--- src/wwr_pkg.sv ---
`default_nettype none
package wwr_pkg;
   // register byte addresses
   localparam logic [11:0] ADDR_CLK_WIN = 12'h000;
   localparam logic [11:0] ADDR_PS_LOW = 12'h004;
   localparam logic [11:0] ADDR_PS_HIGH = 12'h008;
   localparam logic [11:0] ADDR_TIMER = 12'h00C;
   localparam logic [11:0] ADDR_IRQ_STAT = 12'h010;
   localparam logic [11:0] ADDR_IRQ_MASK = 12'h014;
   localparam logic [11:0] ADDR_CLEAR = 12'h018;
   // field positions
   localparam int CS_LSB = 4;
   localparam int WIN_LSB = 0;
   localparam int TMR_LSB = 3;
   localparam int ARMED_BIT = 2;
   localparam int PS_HI_LSB = 16;
   localparam int CLEAR_BIT = 0;
   // codes
   localparam logic [2:0] CFG_UNLOCKED = 3'h7;
   localparam logic [2:0] CS_LOW_FREQ_OSC = 3'h0;
   localparam logic [2:0] CS_MID_FREQ_OSC = 3'h1;
   localparam logic [2:0] WIN_FULL_OPEN = 3'h7;
   // interrupt status bit positions and status width
   localparam int IRQ_VIOL = 0;
   localparam int IRQ_TIMEOUT = 1;
   localparam int IRQ_W = 2;
   // configuration word fields
   typedef struct packed {
      logic [2:0] clock_select_default;
      logic [2:0] open_period_default;
   } wwr_cfg_t;
endpackage
`default_nettype wire

--- src/wwr_regs.sv ---
// Notes on behaviour
// - Clock-select code 000 picks the low-frequency oscillator, 001 the mid one, others reserved.
// - Window code 000 closes 7/8 of a period, each step up closes 1/8 less, 111 is fully open.
// - With a clock-select default of 111 the clock-select field resets to 000.
// - The window field resets to the window default held in the configuration word.
// - Each field is writable only when its configuration default is 111.
// - The 18-bit prescale count is spread over low, high and timer registers.
// - Prescale and timer fields are read-only and read zero after any reset.
// - Timer register bits 6:3 show the 4-bit timer value.
// - Timer register bit 2 shows whether the watchdog is armed.
// - Unimplemented bits read as zero.
//
// The address map and the APB register port were left to the implementer.
`default_nettype none
module wwr_regs
   import wwr_pkg::*;
#(
   parameter int PS_W = 18,
   parameter int TMR_W = 4
) (
   input wire logic pclk, // bus clock
   input wire logic presetn, // async reset, active low
   input wire logic psel, // apb select
   input wire logic penable, // apb enable
   input wire logic pwrite, // apb direction
   input wire logic [11:0] paddr, // apb byte address
   input wire logic [31:0] pwdata, // apb write data
   output logic [31:0] prdata, // apb read data
   output logic pready, // apb ready
   output logic pslverr, // apb error
   input wire wwr_cfg_t cfg, // configuration word fields
   input wire logic wdt_enable, // watchdog armed request
   input wire logic wdt_tick, // one pulse per watchdog clock
   output logic [2:0] wdt_clock_select, // selected watchdog clock
   output logic window_violation_flag, // sticky violation flag
   output logic reset_request, // device reset pulse
   output logic irq // level interrupt
);
   logic [2:0] win_sel;
   logic [PS_W-1:0] prescale_count;
   logic [TMR_W-1:0] timer_count_field;
   logic armed;
   logic [IRQ_W-1:0] irq_stat, irq_mask;
   logic [31:0] next_prdata;
   logic next_slverr;
   logic cfg_seen;
   // apb decode
   wire access = psel && penable;
   wire wr = access && pwrite;
   wire rd = access && !pwrite;
   wire hit_cw = paddr == ADDR_CLK_WIN;
   wire hit_pl = paddr == ADDR_PS_LOW;
   wire hit_ph = paddr == ADDR_PS_HIGH;
   wire hit_tm = paddr == ADDR_TIMER;
   wire hit_is = paddr == ADDR_IRQ_STAT;
   wire hit_im = paddr == ADDR_IRQ_MASK;
   wire hit_cl = paddr == ADDR_CLEAR;
   wire mapped = hit_cw | hit_pl | hit_ph | hit_tm | hit_is | hit_im | hit_cl;
   wire cs_unlocked = cfg.clock_select_default == CFG_UNLOCKED;
   wire win_unlocked = cfg.open_period_default == CFG_UNLOCKED;
   wire wr_cw = wr && hit_cw;
   // closed part: first (7 - code) eighths of the period, code 111 never closed
   wire [2:0] ps_eighth = prescale_count[PS_W-1 -: 3];
   wire window_closed = (win_sel != WIN_FULL_OPEN) && (ps_eighth < (WIN_FULL_OPEN - win_sel));
   wire clear_req = wr && hit_cl && pwdata[CLEAR_BIT];
   wire violation = clear_req && armed && window_closed;
   wire ps_wrap = wdt_tick && armed && (&prescale_count);
   wire timeout = ps_wrap && (&timer_count_field);
   wire [IRQ_W-1:0] events = {timeout, violation};
   // reset defaults: config held steady, caught after reset release
   wire [2:0] cs_default = cs_unlocked ? CS_LOW_FREQ_OSC : cfg.clock_select_default;
   // read mux
   always_comb begin
      next_prdata = 32'h0000_0000;
      next_slverr = 1'b0;
      if (hit_cw) begin
         next_prdata[CS_LSB +: 3] = wdt_clock_select;
         next_prdata[WIN_LSB +: 3] = win_sel;
      end else if (hit_pl) begin
         next_prdata[7:0] = prescale_count[7:0];
      end else if (hit_ph) begin
         next_prdata[7:0] = prescale_count[15:8];
      end else if (hit_tm) begin
         next_prdata[TMR_LSB +: TMR_W] = timer_count_field;
         next_prdata[ARMED_BIT] = armed;
         next_prdata[1:0] = prescale_count[PS_W-1 -: 2];
      end else if (hit_is) begin
         next_prdata[IRQ_W-1:0] = irq_stat;
      end else if (hit_im) begin
         next_prdata[IRQ_W-1:0] = irq_mask;
      end else if (!mapped) begin
         next_slverr = 1'b1;
      end
   end
   // bus outputs: zero-wait answer, registered data
   always_ff @(posedge pclk or negedge presetn) begin
      if (!presetn) begin
         prdata <= 32'h0000_0000;
         pready <= 1'b0;
         pslverr <= 1'b0;
      end else begin
         pready <= psel && !penable;
         pslverr <= psel && !penable && next_slverr;
         prdata <= (psel && !penable && !pwrite) ? next_prdata : 32'h0000_0000;
      end
   end
   // control fields, loaded from configuration once after reset
   always_ff @(posedge pclk or negedge presetn) begin
      if (!presetn) begin
         cfg_seen <= 1'b0;
         wdt_clock_select <= CS_LOW_FREQ_OSC;
         win_sel <= WIN_FULL_OPEN;
      end else if (!cfg_seen) begin
         cfg_seen <= 1'b1;
         wdt_clock_select <= cs_default;
         win_sel <= cfg.open_period_default;
      end else if (wr_cw && pready) begin
         if (cs_unlocked) wdt_clock_select <= pwdata[CS_LSB +: 3];
         if (win_unlocked) win_sel <= pwdata[WIN_LSB +: 3];
      end
   end
   // prescale and timer counters, software cannot write them
   always_ff @(posedge pclk or negedge presetn) begin
      if (!presetn) begin
         prescale_count <= '0;
         timer_count_field <= '0;
         armed <= 1'b0;
      end else begin
         armed <= wdt_enable;
         if (!wdt_enable || (clear_req && pready) || timeout) begin
            prescale_count <= '0;
            timer_count_field <= '0;
         end else if (wdt_tick) begin
            prescale_count <= prescale_count + 1'b1;
            if (&prescale_count) timer_count_field <= timer_count_field + 1'b1;
         end
      end
   end
   // violation flag and reset request
   always_ff @(posedge pclk or negedge presetn) begin
      if (!presetn) begin
         window_violation_flag <= 1'b0;
         reset_request <= 1'b0;
      end else begin
         if (violation && pready) window_violation_flag <= 1'b1;
         reset_request <= (violation && pready) || (timeout && !(clear_req && pready));
      end
   end
   // sticky interrupt status, cleared by read, set wins
   always_ff @(posedge pclk or negedge presetn) begin
      if (!presetn) begin
         irq_stat <= '0;
         irq_mask <= '0;
         irq <= 1'b0;
      end else begin
         irq_stat <= ((rd && hit_is && pready) ? '0 : irq_stat) | (events & {1'b1, pready});
         if (wr && hit_im && pready) irq_mask <= pwdata[IRQ_W-1:0];
         irq <= |(irq_stat & irq_mask);
      end
   end
endmodule
`default_nettype wire

--- config.mk ---
export PLATFORM = sky130hd
export DESIGN_NAME = wwr_regs
export DESIGN_NICKNAME = d
export VERILOG_FILES = /design/src/wwr_pkg.sv /design/src/wwr_regs.sv
export SDC_FILE = /design/constraint.sdc
export NUM_CORES = 1
export LEC_CHECK = 0
export ABC_AREA = 1
export BUFFER_PORTS_ARGS = -buffer_cell sky130_fd_sc_hd__buf_2
export CORE_ASPECT_RATIO = 2
export CORE_MARGIN = 3
export CORE_UTILIZATION = 30
export CTS_BUF_LIST = sky130_fd_sc_hd__clkbuf_2 sky130_fd_sc_hd__clkbuf_4 sky130_fd_sc_hd__clkbuf_8
export CTS_CLUSTER_SIZE = 40
export DETAILED_ROUTE_END_ITERATION = 7
export GPL_TIMING_DRIVEN = 0
export SLEW_MARGIN = 10
export SYNTH_ARGS = -nofsm -noshare
export SYNTH_HDL_FRONTEND = slang
export SYNTH_SLANG_ARGS = --single-unit
export TNS_END_PERCENT = 30
--- constraint.sdc ---
create_clock -name pclk -period 2 [get_ports pclk]
set_input_delay 0.3 -clock pclk [delete_from_list [all_inputs] [get_ports pclk]]
set_output_delay 0.3 -clock pclk [all_outputs]
set_load 0.02 [all_outputs]
==> results.json, run 1 <==
{
  "cts.sinks": 47,
  "synthCells": 379,
  "clockRootBuffer": "clkbuf_8",
  "total_power_mw": 1.932,
  "wl_per_cell_um": 13.20,
  "worstSetupEndpointType": "flip-flop",
  "worstSetupStartpointType": "flip-flop",
  "clkPwrFrac_pct": 33.6,
  "rrSetupSlack_ns": 0.15,
  "hold_viol": 0,
  "place_area_mm2": 0.003299,
  "p_seq_share_pct": 52.7,
  "yosys_warnings": 0,
  "ant_nets": 0,
  "final.min_clock_period_ns": 1.853,
  "synth_seq_area_share_pct": 41.25,
  "final_util_pct": 37.39,
  "post-cts-setup-buffers": 0,
  "drive_gt1_share_pct": 22.42,
  "max-clock-path-buffers": 2,
  "hold_path_depth": 1,
  "syn_to_final_growth_pct": 19.42,
  "grt_pass1_wl_mm": 11.43,
  "die-area_mm2": 0.01081,
  "outcome": "finished clean",
  "slew-limit-headroom_pct": 29.46,
  "grtUsageMet2_pct": 26.72,
  "r2r-end": "prescale_count[13]$_DFFE_PN0P_",
  "n_antenna_cell": 0,
  "grt.busiest_layer": "met2",
  "place_hpwl_mm": 6.011,
  "pwr-share-comb_pct": 13.7,
  "boundaryPins": 97,
  "drt_iter0_markers": 151,
  "fp.dieH_um": 144.1,
  "cts_tree": "built",
  "async_flop_share_pct": 100.0,
  "internal-power_mw": 1.395,
  "wirelength_mm": 7.351,
  "powerDensity_mw_per_mm2": 565.7,
  "gp_congestion": 0.8561,
  "setup_violations": 0,
  "yosysUniqueCellTypes": 37,
  "p_leak_nw": 1.826,
  "sw_frac_of_total_pct": 27.79,
  "cp.required_ns": 2.20,
  "grt_pass1_vias": 2449,
  "grt_overflow_total": 0,
  "vias": 2611,
  "die_w_um": 75.05,
  "ys.flop_type": "dfrtp_1",
  "ir_drop_mv": 0.2777,
  "tns_ns": 0,
  "htreeDepth": 2,
  "synth_edf_count": 0,
  "drv_slew": 0,
  "path_clk_slew_ns": 0.09,
  "startpoint": "prescale_count[0]$_DFFE_PN0P_",
  "path_max_fanout": 10,
  "insertion_delay_ns": 0.31,
  "arrival_ns": 2.06,
  "design_area_mm2": 0.003416,
  "grt_util_met1_pct": 13.36,
  "skew_ns": 0.003797,
  "synth_area_mm2": 0.002860,
  "r2r_cells": 11,
  "initial_core_util_pct": 31.31,
  "row_count": 49,
  "postSynthAreaPerCell_um2": 7.547,
  "timing.fmax_ghz": 0.5397,
  "io_buffers": 45,
  "use_met3_pct": 2.784,
  "hp-class": "primary input to flip-flop",
  "core_mm2": 0.009135,
  "antenna_found_initial": 0,
  "cap_violations": 0,
  "r2r-start": "prescale_count[0]$_DFFE_PN0P_",
  "ys_ff_latch": 47,
  "finalCritPeriodShare_pct": 92.64,
  "grt_util_all_layers_pct": 14.07,
  "crit_type": "flip-flop to flip-flop",
  "p_switching_uw": 536.9,
  "grt_max_degree": 48,
  "vias_per_cell": 4.688,
  "critPathCapture": "prescale_count[13]$_DFFE_PN0P_",
  "worst_slew_pin_slew_ns": 1.058,
  "cts_inserted_buffers": 5,
  "drc_errors": 0,
  "drtPass1Iterations": 4,
  "nets": 515,
  "rsz0062_at_grt": "false"
}
## layout make-up
type | count | area (um^2)
repair buffers | 45 | 225.2
inverters | 50 | 187.7
fillers | 982 | 5719
clock inverters | 1 | 7.507
well taps | 102 | 127.6
flip-flops and latches | 47 | 1180
plain buffers | 28 | 206.4
multi-input cells | 277 | 1385
clock buffers | 7 | 96.34
## worst max-delay path, stage by stage (launching register included)
cell,delay [ns]
dfrtp_1,0.45
ha_4,0.18
nand3_2,0.09
nor2_2,0.16
nand2_2,0.12
nor2_4,0.16
nand2_4,0.09
nor2_4,0.10
inv_2,0.06
nand2_4,0.11
buf_6,0.16
nor2_1,0.05
## synthesized netlist by cell type, types with 2 or more instances
master,number,area (um^2)
dfstp_2,3,78.83
ha_1,4,50.05
nand2_1,83,311.6
nor2_1,44,165.2
nor4_1,2,12.51
xor2_1,9,78.83
nor2_2,4,25.02
nand2_4,2,22.52
dfrtp_1,44,1101
buf_4,25,187.7
nor2_4,2,22.52
nor3_2,2,20.02
nand3_1,32,160.2
o22ai_1,2,12.51
inv_1,48,180.2
nand2_2,3,18.77
a21oi_1,7,35.03
nor3_1,11,55.05
inv_2,2,7.510
o21ai_0,20,100.1
nand4_1,13,81.33
conb_1,2,7.510
## power groups by stage
stage	Clock, mW	Sequential (mW)	Combinational (mW)
after floorplan	0	1.03	0.166
after global placement	0	1.03	0.259
after detailed placement	0	1.04	0.265
after CTS	0.667	1.02	0.265
after global routing	0.699	1.02	0.302
final	0.649	1.02	0.265
## kinds of logic after synthesis
family                     after synthesis  synth area share (%)
AOI/OAI and AO/OA                       35                 6.999
adders and majority gates                4                 1.750
xor gates and xnor gates                10                 3.062
DFF                                     47                 41.25
buffers and inverters                   78                 13.78
and+or+nand+nor                        203                 32.90
other                                    2                0.2626
## what timing repair did
item / 4_1_cts / 5_1_grt
resized for setup: 0 / 2
hold buffers: 0 / 0
endpoints found under the setup margin: 0 / 10
## worst min-delay path by stage
stage / from / endpoint / slack (ns)
after detailed placement: wdt_enable / armed$_DFF_PN0_ / 0.45
after global routing: wdt_enable / armed$_DFF_PN0_ / 0.12
after CTS: wdt_enable / armed$_DFF_PN0_ / 0.12
after floorplan: presetn / armed$_DFF_PN0_ / 0.004
after global placement: wdt_enable / armed$_DFF_PN0_ / 0.44
final: wdt_enable / armed$_DFF_PN0_ / 0.12
## per-stage QoR
stage / hold WS (ns) / setup slack [ns] / cells
floorplan: 0.004409 / 0.4014 / 402
global placement: 0.4424 / 0.1501 / 549
detailed placement: 0.4476 / 0.1182 / 549
CTS: 0.1197 / 0.09771 / 557
global route: 0.1172 / 0.03051 / 557
finish: 0.1236 / 0.1471 / 557
## cells in the final DEF (no fill, tap or decap), types with 3 or more instances in the layout
master	count
nor3_1	11
ha_1	3
conb_1	25
buf_2	45
inv_1	48
nand2_2	3
buf_4	25
xor2_1	9
nor2_1	44
nor2_2	4
nand3_1	32
dfrtp_1	44
nand2_1	83
a21oi_1	7
nand4_1	13
clkbuf_8	7
dfstp_2	3
o21ai_0	20
## metal layers
metal / vias to the layer above / wire length [um]
li1: 1319 / -
met1: 1200 / 2553
met2: 73 / 4184
met3: 19 / 295
met4: 0 / 317
met5: - / 0
## sequential cells by signal (all words and copies together) (netlist names), 2 cells and up
register	flops
wdt_clock_select	3
timer_count_field	4
irq_stat	2
prescale_count	18
irq_mask	2
win_sel	3
prdata	8
(Power assumes the default switching activity.)
==> run 2, diff against run 1 <==
CORE_MARGIN = unset   (was 3)
==> run 2 against run 1 <==
Core utilization is 0.76 points lower. The run now ends with DRC left. Total power is 1.5% lower. First-iteration DRC count is 1.3% higher. Critical endpoint is now prescale_count[10]$_DFFE_PN0P_. Global-route usage is 0.97 points higher. Largest power group unchanged. Routed wire length is 2.1% lower.
==> results.json, run 2 (synthesis gave the netlist of run 1 again) <==
{
  "cts.sinks": 47,
  "hold_viol": 0,
  "io_buffers": 45,
  "grt_pass1_vias": 2524,
  "final.min_clock_period_ns": 1.885,
  "antenna_found_initial": 0,
  "regArea_mm2": 0.001180,
  "crit_type": "flip-flop to flip-flop",
  "vias": 2627,
  "outcome": "finished with violations",
  "place_hpwl_mm": 5.818,
  "n_antenna_cell": 0,
  "total_power_mw": 1.903,
  "p_seq_share_pct": 53.4,
  "arrival_ns": 2.09,
  "die_w_um": 71.05,
  "place_ws_ns": 0.1107,
  "grtUsageMet2_pct": 28.85,
  "place_area_mm2": 0.003302,
  "ir_drop_mv": 0.2272,
  "grt_util_met1_pct": 13.92,
  "layout_commonest_cell": "nand2_1",
  "regMostFlops": "prescale_count",
  "drtPass1Iterations": 6,
  "ant_nets": 0,
  "fillers": 977,
  "tns_ns": 0,
  "path_max_fanout": 10,
  "reg_top3": "prescale_count (18), prdata (8), timer_count_field (4)",
  "drt_iter0_markers": 153,
  "vias_per_cell": 4.683,
  "r2r_cells": 11,
  "nets": 517,
  "drv_slew": 0,
  "initial_core_util_pct": 30.68,
  "final_cell_mix": "nand2_1, inv_1, buf_2",
  "max-clock-path-buffers": 2,
  "grt_max_degree": 48,
  "die-area_mm2": 0.009952,
  "internal-power_mw": 1.376,
  "grt_pass1_wl_mm": 11.56,
  "slew-limit-headroom_pct": 29.44,
  "powerDensity_mw_per_mm2": 557.3,
  "pwr-share-comb_pct": 14.1,
  "p_leak_nw": 1.837,
  "grt_util_all_layers_pct": 15.04,
  "wirelength_mm": 7.198,
  "worstSetupEndpointType": "flip-flop",
  "final_cell_count_no_fill": 561,
  "setup_violations": 0,
  "cap_violations": 0,
  "insertion_delay_ns": 0.31,
  "boundaryPins": 97,
  "design_area_mm2": 0.003415,
  "drc_errors": 6,
  "fp.dieH_um": 140.1,
  "rrSetupSlack_ns": 0.11,
  "r2r-end": "prescale_count[10]$_DFFE_PN0P_",
  "largest_reg_flops": 18,
  "skew_ns": 0.003291,
  "worst_slew_pin_slew_ns": 1.058,
  "finalCritPeriodShare_pct": 94.27,
  "startpoint": "prescale_count[1]$_DFFE_PN0P_",
  "wl_per_cell_um": 12.83,
  "cts_tree": "built",
  "fin_ws_ns": 0.1146,
  "cts_inserted_buffers": 5,
  "place_inst": 551,
  "htreeDepth": 2,
  "grt.busiest_layer": "met2",
  "critPathCapture": "prescale_count[10]$_DFFE_PN0P_",
  "row_count": 50,
  "hold_ws_ns": 0.1277,
  "hp-class": "primary input to flip-flop",
  "r2r-start": "prescale_count[1]$_DFFE_PN0P_",
  "syn_to_final_growth_pct": 19.38,
  "multiInputGateArea_mm2": 0.001375,
  "core_mm2": 0.009321,
  "path_clk_slew_ns": 0.08,
  "timing.fmax_ghz": 0.5304,
  "clockRootBuffer": "clkbuf_8",
  "drive_gt1_share_pct": 22.76,
  "gp_congestion": 0.8932,
  "final_util_pct": 36.63,
  "grt_overflow_total": 0,
  "worstSetupStartpointType": "flip-flop",
  "p_switching_uw": 526.9,
  "cp.required_ns": 2.20,
  "use_met3_pct": 1.727,
  "violations": "DRC",
  "sw_frac_of_total_pct": 27.69,
  "clkPwrFrac_pct": 32.5
}
run 2: final cells by class:
type / count / area share, %
inverter: 50 / 5.497
clock inverter: 1 / 0.1466
tap: 104 / 3.811
multi-input combinational: 277 / 40.27
sequential: 47 / 34.55
clock buffer: 7 / 2.638
buffer: 28 / 6.046
timing repair buffer: 47 / 7.036
run 2: power by group through the flow:
stage | registers (mW) | clock network [mW] | logic, mW
after floorplan | 1.03 | 0 | 0.166
after global placement | 1.03 | 0 | 0.259
after detailed placement | 1.04 | 0 | 0.264
after CTS | 1.02 | 0.641 | 0.264
after global routing | 1.02 | 0.673 | 0.302
final | 1.02 | 0.618 | 0.268
run 2: what timing repair did:
item,in CTS,in global routing
setup endpoints to repair,0,10
gates resized for setup,0,1
buffers inserted,0,2
hold buffers,0,0
hold endpoints to repair,0,0
run 2: layer usage:
layer / vias to the layer above / share of wire [%]
met4: 0 / 7.2
met5: - / 0
met2: 93 / 55
li1: 1324 / -
met3: 33 / 3.8
met1: 1177 / 34
run 2: worst min path at each step:
stage,slack [ns],startpoint,cells past startpoint,to
floorplan,0.004,presetn,0,armed$_DFF_PN0_
global placement,0.44,wdt_enable,1,armed$_DFF_PN0_
detailed placement,0.45,wdt_enable,1,armed$_DFF_PN0_
CTS,0.12,wdt_enable,1,armed$_DFF_PN0_
global route,0.12,wdt_enable,1,armed$_DFF_PN0_
finish,0.13,wdt_enable,1,armed$_DFF_PN0_
run 2: worst max-delay path, stage by stage, from the launching register on:
cell	delay, ns
dfrtp_1	0.40
ha_2	0.22
nand3_2	0.09
nor2_2	0.18
nand2_2	0.13
nor2_4	0.16
nand2_4	0.09
nor2_4	0.10
inv_2	0.06
nand2_4	0.11
buf_6	0.16
nor2_1	0.05
==> run 3, diff against run 2 <==
CORE_UTILIZATION = 52   (was 30)
HOLD_SLACK_MARGIN = 0.12   (was unset)
PLACE_DENSITY = 0.82   (was unset)
==> run 3 against run 2 <==
The run now ends clean. Critical path depth unchanged. Worst setup slack worse by 0.0047 ns. Via count increased by 3.5%.
==> results.json, run 3 (synthesis gave the netlist of run 1 again) <==
{
  "drtPass1Iterations": 4,
  "cp.buffers_inverters": 2,
  "grt_util_all_layers_pct": 26.77,
  "total_power_mw": 1.935,
  "drive_gt1_share_pct": 22.66,
  "drv_slew": 0,
  "final_cell_mix": "nand2_1, inv_1, buf_2",
  "grt_max_degree": 48,
  "gp_congestion": 0.9169,
  "drt_iter0_markers": 108,
  "outcome": "finished clean",
  "hp-class": "primary input to asynchronous set/reset pin",
  "cts_tree": "built",
  "clockRootBuffer": "clkbuf_8",
  "skew_ns": 0.008747,
  "crit_chain": "ha_1, nand3_2, nor2_2, nand2_2, nor2_4, nand2_4, nor2_4, inv_2, nand2_4, buf_6, nor2_1",
  "ant_nets": 0,
  "arrival_ns": 2.08,
  "pwr-share-comb_pct": 14.2,
  "path_clk_slew_ns": 0.09,
  "insertion_delay_ns": 0.31,
  "nets": 519,
  "core_mm2": 0.005231,
  "slew-limit-headroom_pct": 30.69,
  "sw_frac_of_total_pct": 26.86,
  "grt_pass1_wl_mm": 11.30,
  "worst_slew_pin_slew_ns": 1.040,
  "antenna_found_initial": 0,
  "crit_family": "simple AND/OR/NAND/NOR gates",
  "cp.required_ns": 2.19,
  "largest_reg_flops": 18,
  "slowest_stage": "dfrtp_1",
  "finalCritPeriodShare_pct": 94.50,
  "max-clock-path-buffers": 2,
  "r2r-start": "prescale_count[0]$_DFFE_PN0P_",
  "worstSetupEndpointType": "flip-flop",
  "grt_pass1_vias": 2650,
  "drc_errors": 0,
  "wirelength_mm": 7.069,
  "worstSetupStartpointType": "flip-flop",
  "cap_violations": 0,
  "internal-power_mw": 1.415,
  "initial_core_util_pct": 54.68,
  "crit_type": "flip-flop to flip-flop",
  "die-area_mm2": 0.005819,
  "ir_drop_mv": 0.4956,
  "hold_viol": 0,
  "rrSetupSlack_ns": 0.11,
  "final.min_clock_period_ns": 1.890,
  "max_stage_delay_ns": 0.42,
  "reg_top3": "prescale_count (18), prdata (8), timer_count_field (4)",
  "timing.fmax_ghz": 0.5291,
  "path_max_fanout": 10,
  "clkPwrFrac_pct": 33.3,
  "powerDensity_mw_per_mm2": 572.4,
  "tns_ns": 0,
  "die_w_um": 54.44,
  "p_seq_share_pct": 52.5,
  "vias": 2720,
  "setup_violations": 0,
  "vias_per_cell": 5.261,
  "regMostFlops": "prescale_count",
  "cts_inserted_buffers": 5,
  "hold_ws_ns": 0.1655,
  "fillers": 475,
  "wl_per_cell_um": 13.67,
  "rsz0062_at_grt": "false",
  "n_antenna_cell": 0,
  "layout_commonest_cell": "nand2_1",
  "p_leak_nw": 1.852,
  "syn_to_final_growth_pct": 18.20,
  "ctsResizeCount": 0,
  "r2r-end": "prescale_count[4]$_DFFE_PN0P_",
  "io_buffers": 45,
  "cts.sinks": 47,
  "boundaryPins": 97,
  "place_hpwl_mm": 5.453,
  "row_count": 37,
  "fp.dieH_um": 106.9,
  "grt_overflow_total": 0,
  "r2r_cells": 11,
  "htreeDepth": 2,
  "p_switching_uw": 519.9
}
[run 3: changes by cell type in the layout (fill, tap and decap cells not counted), sizes merged]
cell and delta:
clkinv -1, buf +1, dlygate4sd3 +1, clkbuf +1
[run 3: worst max path at each step]
stage                                           endpoint                          start  cells past startpoint  slack, ns
after floorplan           prescale_count[16]$_DFFE_PN0P_  prescale_count[0]$_DFFE_PN0P_                     11       0.40
after global placement    prescale_count[13]$_DFFE_PN0P_                       paddr[5]                     10       0.16
after detailed placement   prescale_count[4]$_DFFE_PN0P_  prescale_count[0]$_DFFE_PN0P_                     11       0.14
after CTS                  prescale_count[4]$_DFFE_PN0P_  prescale_count[0]$_DFFE_PN0P_                     11       0.11
after global routing      prescale_count[13]$_DFFE_PN0P_  prescale_count[0]$_DFFE_PN0P_                     11      0.003
final                      prescale_count[4]$_DFFE_PN0P_  prescale_count[0]$_DFFE_PN0P_                     11       0.11
[run 3: worst register-to-register path, cell delays in order (launching register included)]
cell     delay, ns
dfrtp_1       0.42
ha_1          0.23
nand3_2       0.10
nor2_2        0.14
nand2_2       0.12
nor2_4        0.17
nand2_4       0.10
nor2_4        0.10
inv_2         0.07
nand2_4       0.11
buf_6         0.17
nor2_1        0.06
[run 3: area by class of cell]
cell class	count	area (um^2)	share of cell area (%)
Buffer	28	206.4	6.107
Clock buffer	8	103.9	3.072
Inverter	50	187.7	5.551
Multi-Input combinational cell	277	1373	40.60
Sequential cell	47	1180	34.90
Tap cell	58	72.57	2.147
Timing Repair Buffer	49	257.7	7.624
[run 3: power groups by stage]
| stage | Sequential [mW] | Clock, mW | Combinational (mW) |
|---|---|---|---|
| global placement | 1.03 | 0 | 0.255 |
| detailed placement | 1.03 | 0 | 0.262 |
| global route | 1.02 | 0.696 | 0.308 |
| floorplan | 1.03 | 0 | 0.166 |
| CTS | 1.02 | 0.652 | 0.265 |
| finish | 1.02 | 0.645 | 0.274 |
[run 3: repair_timing]
item	in CTS	in global routing
endpoints found under the hold margin	1	0
hold buffers	1	0
buffers inserted	0	3
endpoints found under the setup margin	0	9
[run 3: layer usage]
| metal | vias up | global-route usage (%) | wire [um] |
|---|---|---|---|
| li1 | 1336 | - | - |
| met5 | - | 0 | 0 |
| met2 | 103 | 47.47 | 3875 |
| met4 | 0 | 17.40 | 348 |
| met1 | 1253 | 25.32 | 2517 |
| met3 | 28 | 5.957 | 328 |
[run 3: per-stage QoR]
stage          setup WS (ns)  instance area (um^2)  instances  util (%)
3_3_place_gp          0.1636                  3244        505     62.02
6_report              0.1100                  3381        517     64.63
2_1_floorplan         0.4014                  2947        402         -
4_1_cts               0.1107                  3358        514     64.20
5_1_grt             0.003310                  3381        517     64.63
3_5_place_dp          0.1396                  3244        505     62.02
